$ cat src/rtl/dpl_pkg.sv
package dpl_pkg;

    // security opcodes
    localparam logic [7:0] OP_SET_PW = 8'hF1;
    localparam logic [7:0] OP_UNLOCK = 8'hF2;
    localparam logic [7:0] OP_ERASE_PREP = 8'hF3;
    localparam logic [7:0] OP_ERASE_UNIT = 8'hF4;
    localparam logic [7:0] OP_FREEZE = 8'hF5;
    localparam logic [7:0] OP_DISABLE_PW = 8'hF6;

    // password width: 32 bytes
    localparam int PW_W = 256;

    // master revision code range and default
    localparam logic [15:0] REV_DEFAULT = 16'hFFFE;
    localparam logic [15:0] REV_RSVD_LO = 16'h0000;
    localparam logic [15:0] REV_RSVD_HI = 16'hFFFF;

    // mismatch limit
    localparam logic [2:0] MISMATCH_LIMIT = 3'h5;
    localparam logic [2:0] MISMATCH_RST = 3'h0;

    // password slots in the store
    localparam logic SLOT_USER = 1'b0;
    localparam logic SLOT_MASTER = 1'b1;

    // flag bit position in identify word 128
    localparam int EXHAUST_BIT = 4;

    typedef struct packed {
        logic [7:0] opcode;
        logic is_master;
        logic level_max;
        logic [15:0] rev_code;
        logic [PW_W-1:0] password;
    } dpl_cmd_t;

    typedef struct packed {
        logic done;
        logic abort;
    } dpl_rsp_t;

    typedef enum logic [1:0] {
        DPL_IDLE = 2'b01,
        DPL_EXEC = 2'b10
    } dpl_state_t;

endpackage : dpl_pkg

$ cat src/rtl/dpl_lock_ctrl.sv
// What this block does
// - Opcodes F1..F6 are set password, unlock, erase prepare, erase unit, freeze, disable.
// - Security commands run only while the storage-security subsystem is inactive.
// - Locked mode rejects media access until an unlock or erase unit succeeds.
// - With no user password the device comes up unlocked; unlocked accepts all commands.
// - Freeze lock enters frozen mode, blocking password changes until power-off.
// - At high level the master password also unlocks a user-locked device.
// - At maximum level the master password unlocks only through erase unit, erasing data.
// - Setting the master password never enables locking but it can still unlock.
// - Setting the user password enables locking from the next power-on.
// - With setting preservation off, COMRESET also locks when a user password is set.
// - Setting the master password updates the 16-bit revision code shown in word 92.
// - The revision code stays in 0001h..FFFEh and defaults to FFFEh.
// - Every failed comparison, master or user, bumps one mismatch counter.
// - At five mismatches the exhausted flag sets and unlock and erase unit abort.
// - Power-on reset clears the mismatch counter and the exhausted flag.
`timescale 1ns/1ps
module dpl_lock_ctrl
    import dpl_pkg::*;
(
    input wire logic clk,
    input wire logic rst_n,
    input wire logic nv_rst_n,
    input wire logic cmd_valid,
    input wire dpl_cmd_t cmd,
    output logic cmd_ready,
    output dpl_rsp_t rsp_q,
    input wire logic comreset,
    input wire logic ssp_enable,
    input wire logic tcg_active,
    input wire logic media_req,
    output logic media_reject,
    output logic locked,
    output logic frozen,
    output logic lock_enabled,
    output logic level_max,
    output logic attempts_exhausted_flag,
    output logic [15:0] rev_code,
    output logic erase_pulse_q
);

    dpl_state_t state_q;
    dpl_cmd_t cmd_q;
    logic boot_q;
    logic locked_q;
    logic frozen_q;
    logic prep_q;
    logic user_set_q;
    logic level_max_q;
    logic [15:0] rev_q;
    logic [2:0] miss_q;
    logic exhausted_q;
    logic take;
    logic match;
    logic [PW_W-1:0] rd_data;
    logic ok;
    logic fail_cnt;
    logic do_unlock;
    logic do_erase;
    logic wr_en;
    logic clr_user;

    ////////////////////////////////////////////////////////////////////////
    // command intake

    // one command at a time, none before the lock state is loaded
    assign cmd_ready = (state_q == DPL_IDLE) && !boot_q;
    assign take = cmd_valid && cmd_ready;

    // state sequence
    always_ff @(posedge clk or negedge rst_n)
    begin
        if (!rst_n)
        begin
            state_q <= DPL_IDLE;
        end
        else
        begin
            unique case (state_q)
                DPL_IDLE: state_q <= take ? DPL_EXEC : DPL_IDLE;
                DPL_EXEC: state_q <= DPL_IDLE;
                default: state_q <= DPL_IDLE;
            endcase
        end
    end

    // latch the command
    always_ff @(posedge clk or negedge rst_n)
    begin
        if (!rst_n)
        begin
            cmd_q <= '0;
        end
        else if (take)
        begin
            cmd_q <= cmd;
        end
    end

    // password store, read launched at intake
    dpl_pw_store #(
        .WIDTH(PW_W)
    ) u_store (
        .clk(clk),
        .rst_n(rst_n),
        .wr_en(wr_en),
        .wr_slot(cmd_q.is_master),
        .wr_data(cmd_q.password),
        .rd_en(take),
        .rd_slot(cmd.is_master),
        .rd_data_q(rd_data)
    );

    assign match = (rd_data == cmd_q.password);

    ////////////////////////////////////////////////////////////////////////
    // command decision

    // outcome of the latched command in the execute cycle
    always_comb
    begin
        ok = 1'b0;
        fail_cnt = 1'b0;
        do_unlock = 1'b0;
        do_erase = 1'b0;
        wr_en = 1'b0;
        clr_user = 1'b0;
        if (state_q == DPL_EXEC && !tcg_active)
        begin
            unique case (cmd_q.opcode)
                OP_SET_PW:
                begin
                    // no password changes while locked or frozen
                    ok = !locked_q && !frozen_q;
                    wr_en = ok;
                end
                OP_UNLOCK:
                begin
                    if (!exhausted_q && !frozen_q)
                    begin
                        // master unlock only at high level
                        if (cmd_q.is_master && level_max_q && user_set_q)
                        begin
                            ok = 1'b0;
                        end
                        else if (match && (cmd_q.is_master || user_set_q))
                        begin
                            ok = 1'b1;
                            do_unlock = 1'b1;
                        end
                        else
                        begin
                            fail_cnt = 1'b1;
                        end
                    end
                end
                OP_ERASE_PREP:
                begin
                    ok = !frozen_q;
                end
                OP_ERASE_UNIT:
                begin
                    if (!exhausted_q && !frozen_q && prep_q)
                    begin
                        if (match && (cmd_q.is_master || user_set_q))
                        begin
                            ok = 1'b1;
                            do_unlock = 1'b1;
                            do_erase = 1'b1;
                            clr_user = 1'b1;
                        end
                        else
                        begin
                            fail_cnt = 1'b1;
                        end
                    end
                end
                OP_FREEZE:
                begin
                    ok = !locked_q;
                end
                OP_DISABLE_PW:
                begin
                    if (!locked_q && !frozen_q)
                    begin
                        if (cmd_q.is_master && level_max_q)
                        begin
                            ok = 1'b0;
                        end
                        else if (match && (cmd_q.is_master || user_set_q))
                        begin
                            ok = 1'b1;
                            clr_user = 1'b1;
                        end
                        else
                        begin
                            fail_cnt = 1'b1;
                        end
                    end
                end
                default: ok = 1'b0;
            endcase
        end
    end

    ////////////////////////////////////////////////////////////////////////
    // volatile lock state

    // lock mode loaded one cycle after power-on release
    always_ff @(posedge clk or negedge rst_n)
    begin
        if (!rst_n)
        begin
            boot_q <= 1'b1;
            locked_q <= 1'b0;
        end
        else if (boot_q)
        begin
            boot_q <= 1'b0;
            locked_q <= user_set_q;
        end
        else if (comreset && !ssp_enable && user_set_q)
        begin
            locked_q <= 1'b1;
        end
        else if (do_unlock)
        begin
            locked_q <= 1'b0;
        end
    end

    // frozen until power-off
    always_ff @(posedge clk or negedge rst_n)
    begin
        if (!rst_n)
        begin
            frozen_q <= 1'b0;
        end
        else if (ok && cmd_q.opcode == OP_FREEZE)
        begin
            frozen_q <= 1'b1;
        end
    end

    // erase unit must directly follow erase prepare
    always_ff @(posedge clk or negedge rst_n)
    begin
        if (!rst_n)
        begin
            prep_q <= 1'b0;
        end
        else if (comreset)
        begin
            prep_q <= 1'b0;
        end
        else if (state_q == DPL_EXEC)
        begin
            prep_q <= ok && cmd_q.opcode == OP_ERASE_PREP;
        end
    end

    // mismatch counter and exhausted flag, cleared only by power-on
    always_ff @(posedge clk or negedge rst_n)
    begin
        if (!rst_n)
        begin
            miss_q <= MISMATCH_RST;
            exhausted_q <= 1'b0;
        end
        else if (fail_cnt && miss_q != MISMATCH_LIMIT)
        begin
            miss_q <= miss_q + 3'h1;
            exhausted_q <= (miss_q + 3'h1) == MISMATCH_LIMIT;
        end
    end

    ////////////////////////////////////////////////////////////////////////
    // settings kept across power-on

    // user password presence and level
    always_ff @(posedge clk or negedge nv_rst_n)
    begin
        if (!nv_rst_n)
        begin
            user_set_q <= 1'b0;
            level_max_q <= 1'b0;
        end
        else if (wr_en && !cmd_q.is_master)
        begin
            user_set_q <= 1'b1;
            level_max_q <= cmd_q.level_max;
        end
        else if (clr_user)
        begin
            user_set_q <= 1'b0;
            level_max_q <= 1'b0;
        end
    end

    // master revision code, invalid codes leave it unchanged
    always_ff @(posedge clk or negedge nv_rst_n)
    begin
        if (!nv_rst_n)
        begin
            rev_q <= REV_DEFAULT;
        end
        else if (wr_en && cmd_q.is_master && cmd_q.rev_code != REV_RSVD_LO
                 && cmd_q.rev_code != REV_RSVD_HI)
        begin
            rev_q <= cmd_q.rev_code;
        end
    end

    ////////////////////////////////////////////////////////////////////////
    // answers

    // completion and erase strobes
    always_ff @(posedge clk or negedge rst_n)
    begin
        if (!rst_n)
        begin
            rsp_q <= '0;
            erase_pulse_q <= 1'b0;
        end
        else
        begin
            rsp_q.done <= state_q == DPL_EXEC;
            rsp_q.abort <= state_q == DPL_EXEC && !ok;
            erase_pulse_q <= do_erase;
        end
    end

    // media gate and status
    assign media_reject = media_req && (locked_q || boot_q);
    assign locked = locked_q;
    assign frozen = frozen_q;
    assign lock_enabled = user_set_q;
    assign level_max = level_max_q;
    assign attempts_exhausted_flag = exhausted_q;
    assign rev_code = rev_q;

    ////////////////////////////////////////////////////////////////////////
    // checks

    a_tcg_aborts: assert property (@(posedge clk) disable iff (!rst_n)
        (state_q == DPL_EXEC && tcg_active) |=> rsp_q.done && rsp_q.abort)
        else $error("command ran while storage security active");

    a_locked_media: assert property (@(posedge clk) disable iff (!rst_n)
        (media_req && locked_q) |-> media_reject)
        else $error("media access passed while locked");

    a_unlock_clears: assert property (@(posedge clk) disable iff (!rst_n)
        (state_q == DPL_EXEC && cmd_q.opcode == OP_UNLOCK && ok && !boot_q && !comreset)
        |=> !locked_q)
        else $error("successful unlock left device locked");

    a_frozen_sticks: assert property (@(posedge clk) disable iff (!rst_n)
        frozen_q |=> frozen_q)
        else $error("frozen mode left without power-off");

    a_frozen_no_set: assert property (@(posedge clk) disable iff (!rst_n)
        (state_q == DPL_EXEC && frozen_q && cmd_q.opcode == OP_SET_PW)
        |=> rsp_q.abort ##0 $stable(rev_q))
        else $error("password changed in frozen mode");

    a_max_master: assert property (@(posedge clk) disable iff (!rst_n)
        (state_q == DPL_EXEC && cmd_q.opcode == OP_UNLOCK && cmd_q.is_master
         && level_max_q && user_set_q) |=> rsp_q.abort && locked_q == $past(locked_q))
        else $error("master unlock at maximum level");

    a_erase_pulse: assert property (@(posedge clk) disable iff (!rst_n)
        erase_pulse_q |-> rsp_q.done && !rsp_q.abort && !locked_q)
        else $error("erase without successful erase unit");

    a_master_nolock: assert property (@(posedge clk) disable iff (!rst_n)
        (wr_en && cmd_q.is_master) |=> user_set_q == $past(user_set_q))
        else $error("master password changed lock enable");

    a_comreset_lock: assert property (@(posedge clk) disable iff (!rst_n)
        (comreset && !ssp_enable && user_set_q && !boot_q) |=> locked_q)
        else $error("comreset failed to lock");

    a_rev_valid: assert property (@(posedge clk) disable iff (!nv_rst_n)
        rev_q != REV_RSVD_LO && rev_q != REV_RSVD_HI)
        else $error("reserved revision code held");

    a_miss_count: assert property (@(posedge clk) disable iff (!rst_n)
        (fail_cnt && miss_q < MISMATCH_LIMIT) |=> miss_q == $past(miss_q) + 3'h1)
        else $error("mismatch not counted");

    a_exhaust_abort: assert property (@(posedge clk) disable iff (!rst_n)
        (state_q == DPL_EXEC && exhausted_q && (cmd_q.opcode == OP_UNLOCK
         || cmd_q.opcode == OP_ERASE_UNIT)) |=> rsp_q.abort ##1 exhausted_q)
        else $error("unlock or erase ran after attempts exhausted");

    a_exhaust_at5: assert property (@(posedge clk) disable iff (!rst_n)
        exhausted_q == (miss_q == MISMATCH_LIMIT))
        else $error("exhausted flag not tied to count of five");

endmodule : dpl_lock_ctrl

$ cat src/rtl/dpl_pw_store.sv
`timescale 1ns/1ps
module dpl_pw_store
    import dpl_pkg::*;
#(
    parameter int WIDTH = PW_W
)
(
    input wire logic clk,
    input wire logic rst_n,
    input wire logic wr_en,
    input wire logic wr_slot,
    input wire logic [WIDTH-1:0] wr_data,
    input wire logic rd_en,
    input wire logic rd_slot,
    output logic [WIDTH-1:0] rd_data_q
);

    // two password slots, kept across power-on reset
    logic [WIDTH-1:0] mem [2];

    // write port
    always_ff @(posedge clk)
    begin
        if (wr_en)
        begin
            mem[wr_slot] <= wr_data;
        end
    end

    // registered read port
    always_ff @(posedge clk or negedge rst_n)
    begin
        if (!rst_n)
        begin
            rd_data_q <= '0;
        end
        else if (rd_en)
        begin
            rd_data_q <= mem[rd_slot];
        end
    end

endmodule : dpl_pw_store

$ cat config.mk
export PLATFORM = sky130hd
export DESIGN_NAME = dpl_lock_ctrl
export DESIGN_NICKNAME = d
export VERILOG_FILES = /design/src/rtl/dpl_pkg.sv /design/src/rtl/dpl_lock_ctrl.sv /design/src/rtl/dpl_pw_store.sv
export SDC_FILE = /design/constraint.sdc
export NUM_CORES = 2
export LEC_CHECK = 0
export ABC_AREA = 0
export BUFFER_PORTS_ARGS = -buffer_cell sky130_fd_sc_hd__buf_2
export CAP_MARGIN = 20
export CORE_MARGIN = 2
export CORE_UTILIZATION = 53
export DETAILED_ROUTE_END_ITERATION = 6
export GPL_TIMING_DRIVEN = 1
export MAX_ROUTING_LAYER = met4
export PLACE_DENSITY = 0.69
export SLEW_MARGIN = 15
export SYNTH_ARGS = -nofsm -noshare
export SYNTH_HDL_FRONTEND = slang
export SYNTH_SLANG_ARGS = --single-unit
$ cat constraint.sdc
create_clock -name clk -period 19.25 [get_ports clk]
set_input_delay 1.925 -clock clk [delete_from_list [all_inputs] [get_ports clk]]
set_output_delay 1.925 -clock clk [all_outputs]
set_load 0.05 [all_outputs]
==> flow_summary.rst <==
.. list-table::
   :header-rows: 1

   * - Metric
     - Value
   * - Cts-stage hold buffer count
     - 0
   * - Time the final worst path needs with I/O delays and setup
     - 5.39 ns
   * - Later-pin clock latency in the skew report
     - 0.67 ns
   * - Post-synth cell types
     - 56
   * - Setup repair after global routing missed its margin
     - false
   * - Sequence of cells on the critical path
     - buf_2, and2_4, inv_8, buf_4, buf_4, buf_4, o21ai_0
   * - Global placer's final weighted congestion
     - 0.882
   * - Floorplan die height
     - 286 µm
   * - Clock skew after layout
     - 0.0255 ns
   * - Maximum frequency from static timing analysis
     - 0.185 GHz
   * - Port buffer count
     - 315
   * - Average wire length per cell after detail routing
     - 21.9 µm
   * - Maximum number of pins on one net before global-route repair
     - 195
   * - Wire length of the first global-routing pass
     - 159 mm
   * - Area of the core
     - 0.0787 mm²
   * - Final clock period utilization by the worst path
     - 28.0%
   * - Crit path capture type
     - flop
   * - CTS tree
     - yes
   * - Biggest area contributors in the synthesized netlist
     - edfxtp_1 (37%), dfrtp_1 (33%), nand2_1 (9.4%), mux2i_1 (6.1%), o21ai_0 (3.4%)
   * - Starting density of the core
     - 53.4%
   * - Critical setup path kind
     - in -> reg
   * - Combinational family with the most area after synthesis
     - simple AND/OR/NAND/NOR gates
   * - Biggest cell delay along the critical path
     - 0.81 ns
   * - Count of instances resized after the clock tree is built
     - 0
   * - Internal Dissipation
     - 0.00416 W
   * - Synthesized cell area
     - 0.0421 mm²
   * - Final setup violation count
     - 0
   * - Combinational share of power
     - 10.4%
   * - Number of buffers inserted during clock tree synthesis
     - 110
   * - Beginning of the worst hold path
     - cmd_q[39]
   * - Worst ir drop on vdd
     - 94.7 µV
   * - Clk root buf
     - clkbuf_16
   * - Startpoint type of the worst setup path
     - primary input
   * - Yosys top cell by area
     - edfxtp_1
   * - Sequential group share of total power
     - 51.6%
   * - Synthesized area per cell
     - 12.5 µm²
   * - Postcts setup bufs
     - 0
   * - Startpoint of the worst register-to-register path
     - boot_q
   * - Pre-antenna DRT Iters
     - 5
   * - Warnings, synthesis
     - 0
   * - Starting DRT DRC Count
     - 2,305
   * - Sum of negative setup slack
     - 0 ns
   * - Die width
     - 286 µm
   * - Relative area change from synthesis to final layout
     - 15.0%
   * - Critical path launch point
     - cmd_valid
   * - Required time at the endpoint of the critical path
     - 19.74 ns
   * - Most frequently used flop master after synthesis
     - dfrtp_1
   * - Critical path's slowest cell
     - buf_4
   * - Final nets
     - 3,965
   * - Number of nets produced by synthesis
     - 3,660
   * - Count of unresolved DRC violations after routing
     - 0
   * - Switching share of power
     - 26.0%
   * - Run status
     - completed
   * - Clock slew at the register clock pins of the worst setup and hold paths
     - 0.06 ns
   * - Antenna violations before repair
     - 8
   * - Instance count of the mapped netlist
     - 3,367
   * - Post-synthesis async set-or-reset flop share
     - 52.6%
   * - Relative contribution of the clock network to total power
     - 37.9%
   * - Buffers from clock root to sink, at most
     - 3
   * - Reported max-cap violation count
     - 0
   * - Wire length reported by the detailed router
     - 106 mm
   * - Worst hold slack after final layout
     - 0.471 ns
   * - Final count of hold timing violations
     - 0
   * - Compound-gate portion of the synthesized area
     - 4.83%
   * - Portion of netlist area occupied by mux cells
     - 6.58%
   * - Flops & latches, synth
     - 1,081
   * - Clock sinks
     - 1,081
   * - Number of synthesized flops with an enable pin
     - 512
   * - Vias
     - 25,900
   * - Pwr Density
     - 116 mW/mm²
   * - Sequential fraction of the synthesis area
     - 70.5%
   * - H-tree depth reported by CTS
     - 3
   * - Routed Antenna Nets
     - 0
   * - Transition time at the pin with the least slew margin
     - 1.14 ns
   * - HPWL after detailed placement
     - 71.2 mm
   * - Top cell by count, worst path
     - buf_4
   * - Top fanout value on the critical path
     - 194
   * - GR Overflow Total
     - 0
   * - Via count normalized by instance count
     - 5.38
   * - Area fraction in and, or, nand and nor cells after synthesis
     - 12.4%
   * - XOR/XNOR Fraction of Synth Area
     - 3.69%
   * - Ports placed on the boundary
     - 316
   * - Number of global-route vias before repair
     - 25,600
   * - Class of the tightest hold or removal check
     - reg -> reg
   * - Synthesized-area fraction occupied by adder cells
     - 0.0892%
   * - Standard-cell rows
     - 103
   * - Area share of the leading cell type in the synthesized netlist
     - 36.6%
   * - Final max-slew violation count
     - 0
   * - P_leak
     - 21.1 nW
   * - Share of layout cells above drive strength 1
     - 14.8%
   * - Max-slew headroom
     - 21.8%
   * - Overall routing resource usage
     - 26.9%
   * - Net load switching power
     - 0.00146 W
   * - Die area
     - 0.0816 mm²
   * - Crit path DAT
     - 5.89 ns
## sequential cells by signal (all words and copies together), names as in the netlist, 2 cells and up
name / flops
miss_q: 3
u_store.rd_data_q: 256
cmd_q: 282
rev_code: 16
rsp_q: 2
u_store.mem: 512
state_q: 2
## power by group through the flow
stage / Clock (W) / Sequential (W) / Combinational [W]
after detailed placement: 0 / 0.00294 / 0.000586
after global routing: 0.00226 / 0.00293 / 0.000654
after CTS: 0.00217 / 0.00290 / 0.000590
after floorplan: 0 / 0.00286 / 0.000370
final: 0.00213 / 0.00290 / 0.000587
after global placement: 0 / 0.00293 / 0.000572
## worst paths after layout
path | endpoint | slack, ns | depth (start not counted)
hold / removal | u_store.mem[1][39] | 0.47 | 0
max in group asynchronous | cmd_q[270] | 15.52 | 3
setup reg to reg | u_store.rd_data_q[104] | 14.58 | 7
min in group asynchronous | rev_code[0] | 1.21 | 1
hold reg to reg | u_store.mem[1][39] | 0.47 | 0
setup / recovery | u_store.rd_data_q[104] | 13.86 | 7
## synthesized netlist by cell type (all sizes together), types with 7 or more instances
cell,instances
nand2,1054
dfrtp,552
edfxtp,512
o21ai,286
mux2i,258
clkbuf,146
xnor2,119
inv,67
nor2b,59
xor2,58
nand4,46
nor4,35
o22ai,21
dfstp,17
mux2,16
nand2b,16
a2111oi,14
nor2,12
a2111o,7
nand3,7
## worst max-delay path: cells and delay by family
| family | cells | cell delay, ns |
|---|---|---|
| buffers and inverters | 5 | 3.15 |
| AND/OR/NAND/NOR | 1 | 0.35 |
| AO/OA/AOI/OAI | 1 | 0.23 |
## per-layer routing
layer | share of wire, % | track usage, % | vias up
met1 | 44 | 38.1 | 12900
met2 | 46 | 39.8 | 766
met4 | 3.7 | 10.0 | 0
met3 | 6.0 | 4.08 | 153
li1 | - | - | 12200
met5 | 0 | - | -
## per-stage QoR
stage / std cells / setup WS, ns / power [W] / utilization, % / area (µm²)
after detailed placement: 4608 / 13.13 / 0.00353 / 56.7 / 44700
after CTS: 4816 / 13.82 / 0.00566 / 61.3 / 48300
after floorplan: 3367 / 10.01 / 0.00322 / - / 42100
final: 4823 / 13.86 / 0.00563 / 61.4 / 48400
after global routing: 4822 / 13.41 / 0.00585 / 61.4 / 48400
after global placement: 4608 / 13.24 / 0.00351 / 56.7 / 44700
## layout by cell type (no fill, tap or decap), drive strengths merged, types with 4 or more instances in the layout
cell type,n
nor3,6
xor2,58
nand4,46
bufinv,10
o2111ai,5
a2111oi,14
o2bb2ai,5
clkinv,30
edfxtp,512
nor2b,59
clkinvlp,4
xnor2,119
nand2,1054
nand2b,16
nor2,12
inv,74
dfrtp,552
dfstp,17
or4,4
nor4,35
a2111o,7
diode,5
o22ai,21
mux2i,258
a22o,4
mux2,16
clkbuf,157
nand3,7
buf,345
o21ai,286
## layout make-up
cell class,instances,area [µm²]
Fill cell,6111,30400
Sequential cell,1081,29600
Multi-Input combinational cell,2067,11600
Clock buffer,157,3110
Timing Repair Buffer,345,1880
Tap cell,1050,1310
Clock inverter,51,538
Inverter,67,259
Antenna cell,5,12.5
## cells by family after synthesis
family          count (synthesis)
compound gates                358
mux                           274
flops                        1081
simple gates                 1254
buf+inv                       219
xor+xnor                      177
fa+ha+maj                       3
other cells                     1
No activity file was read; power rests on OpenSTA's default activity.
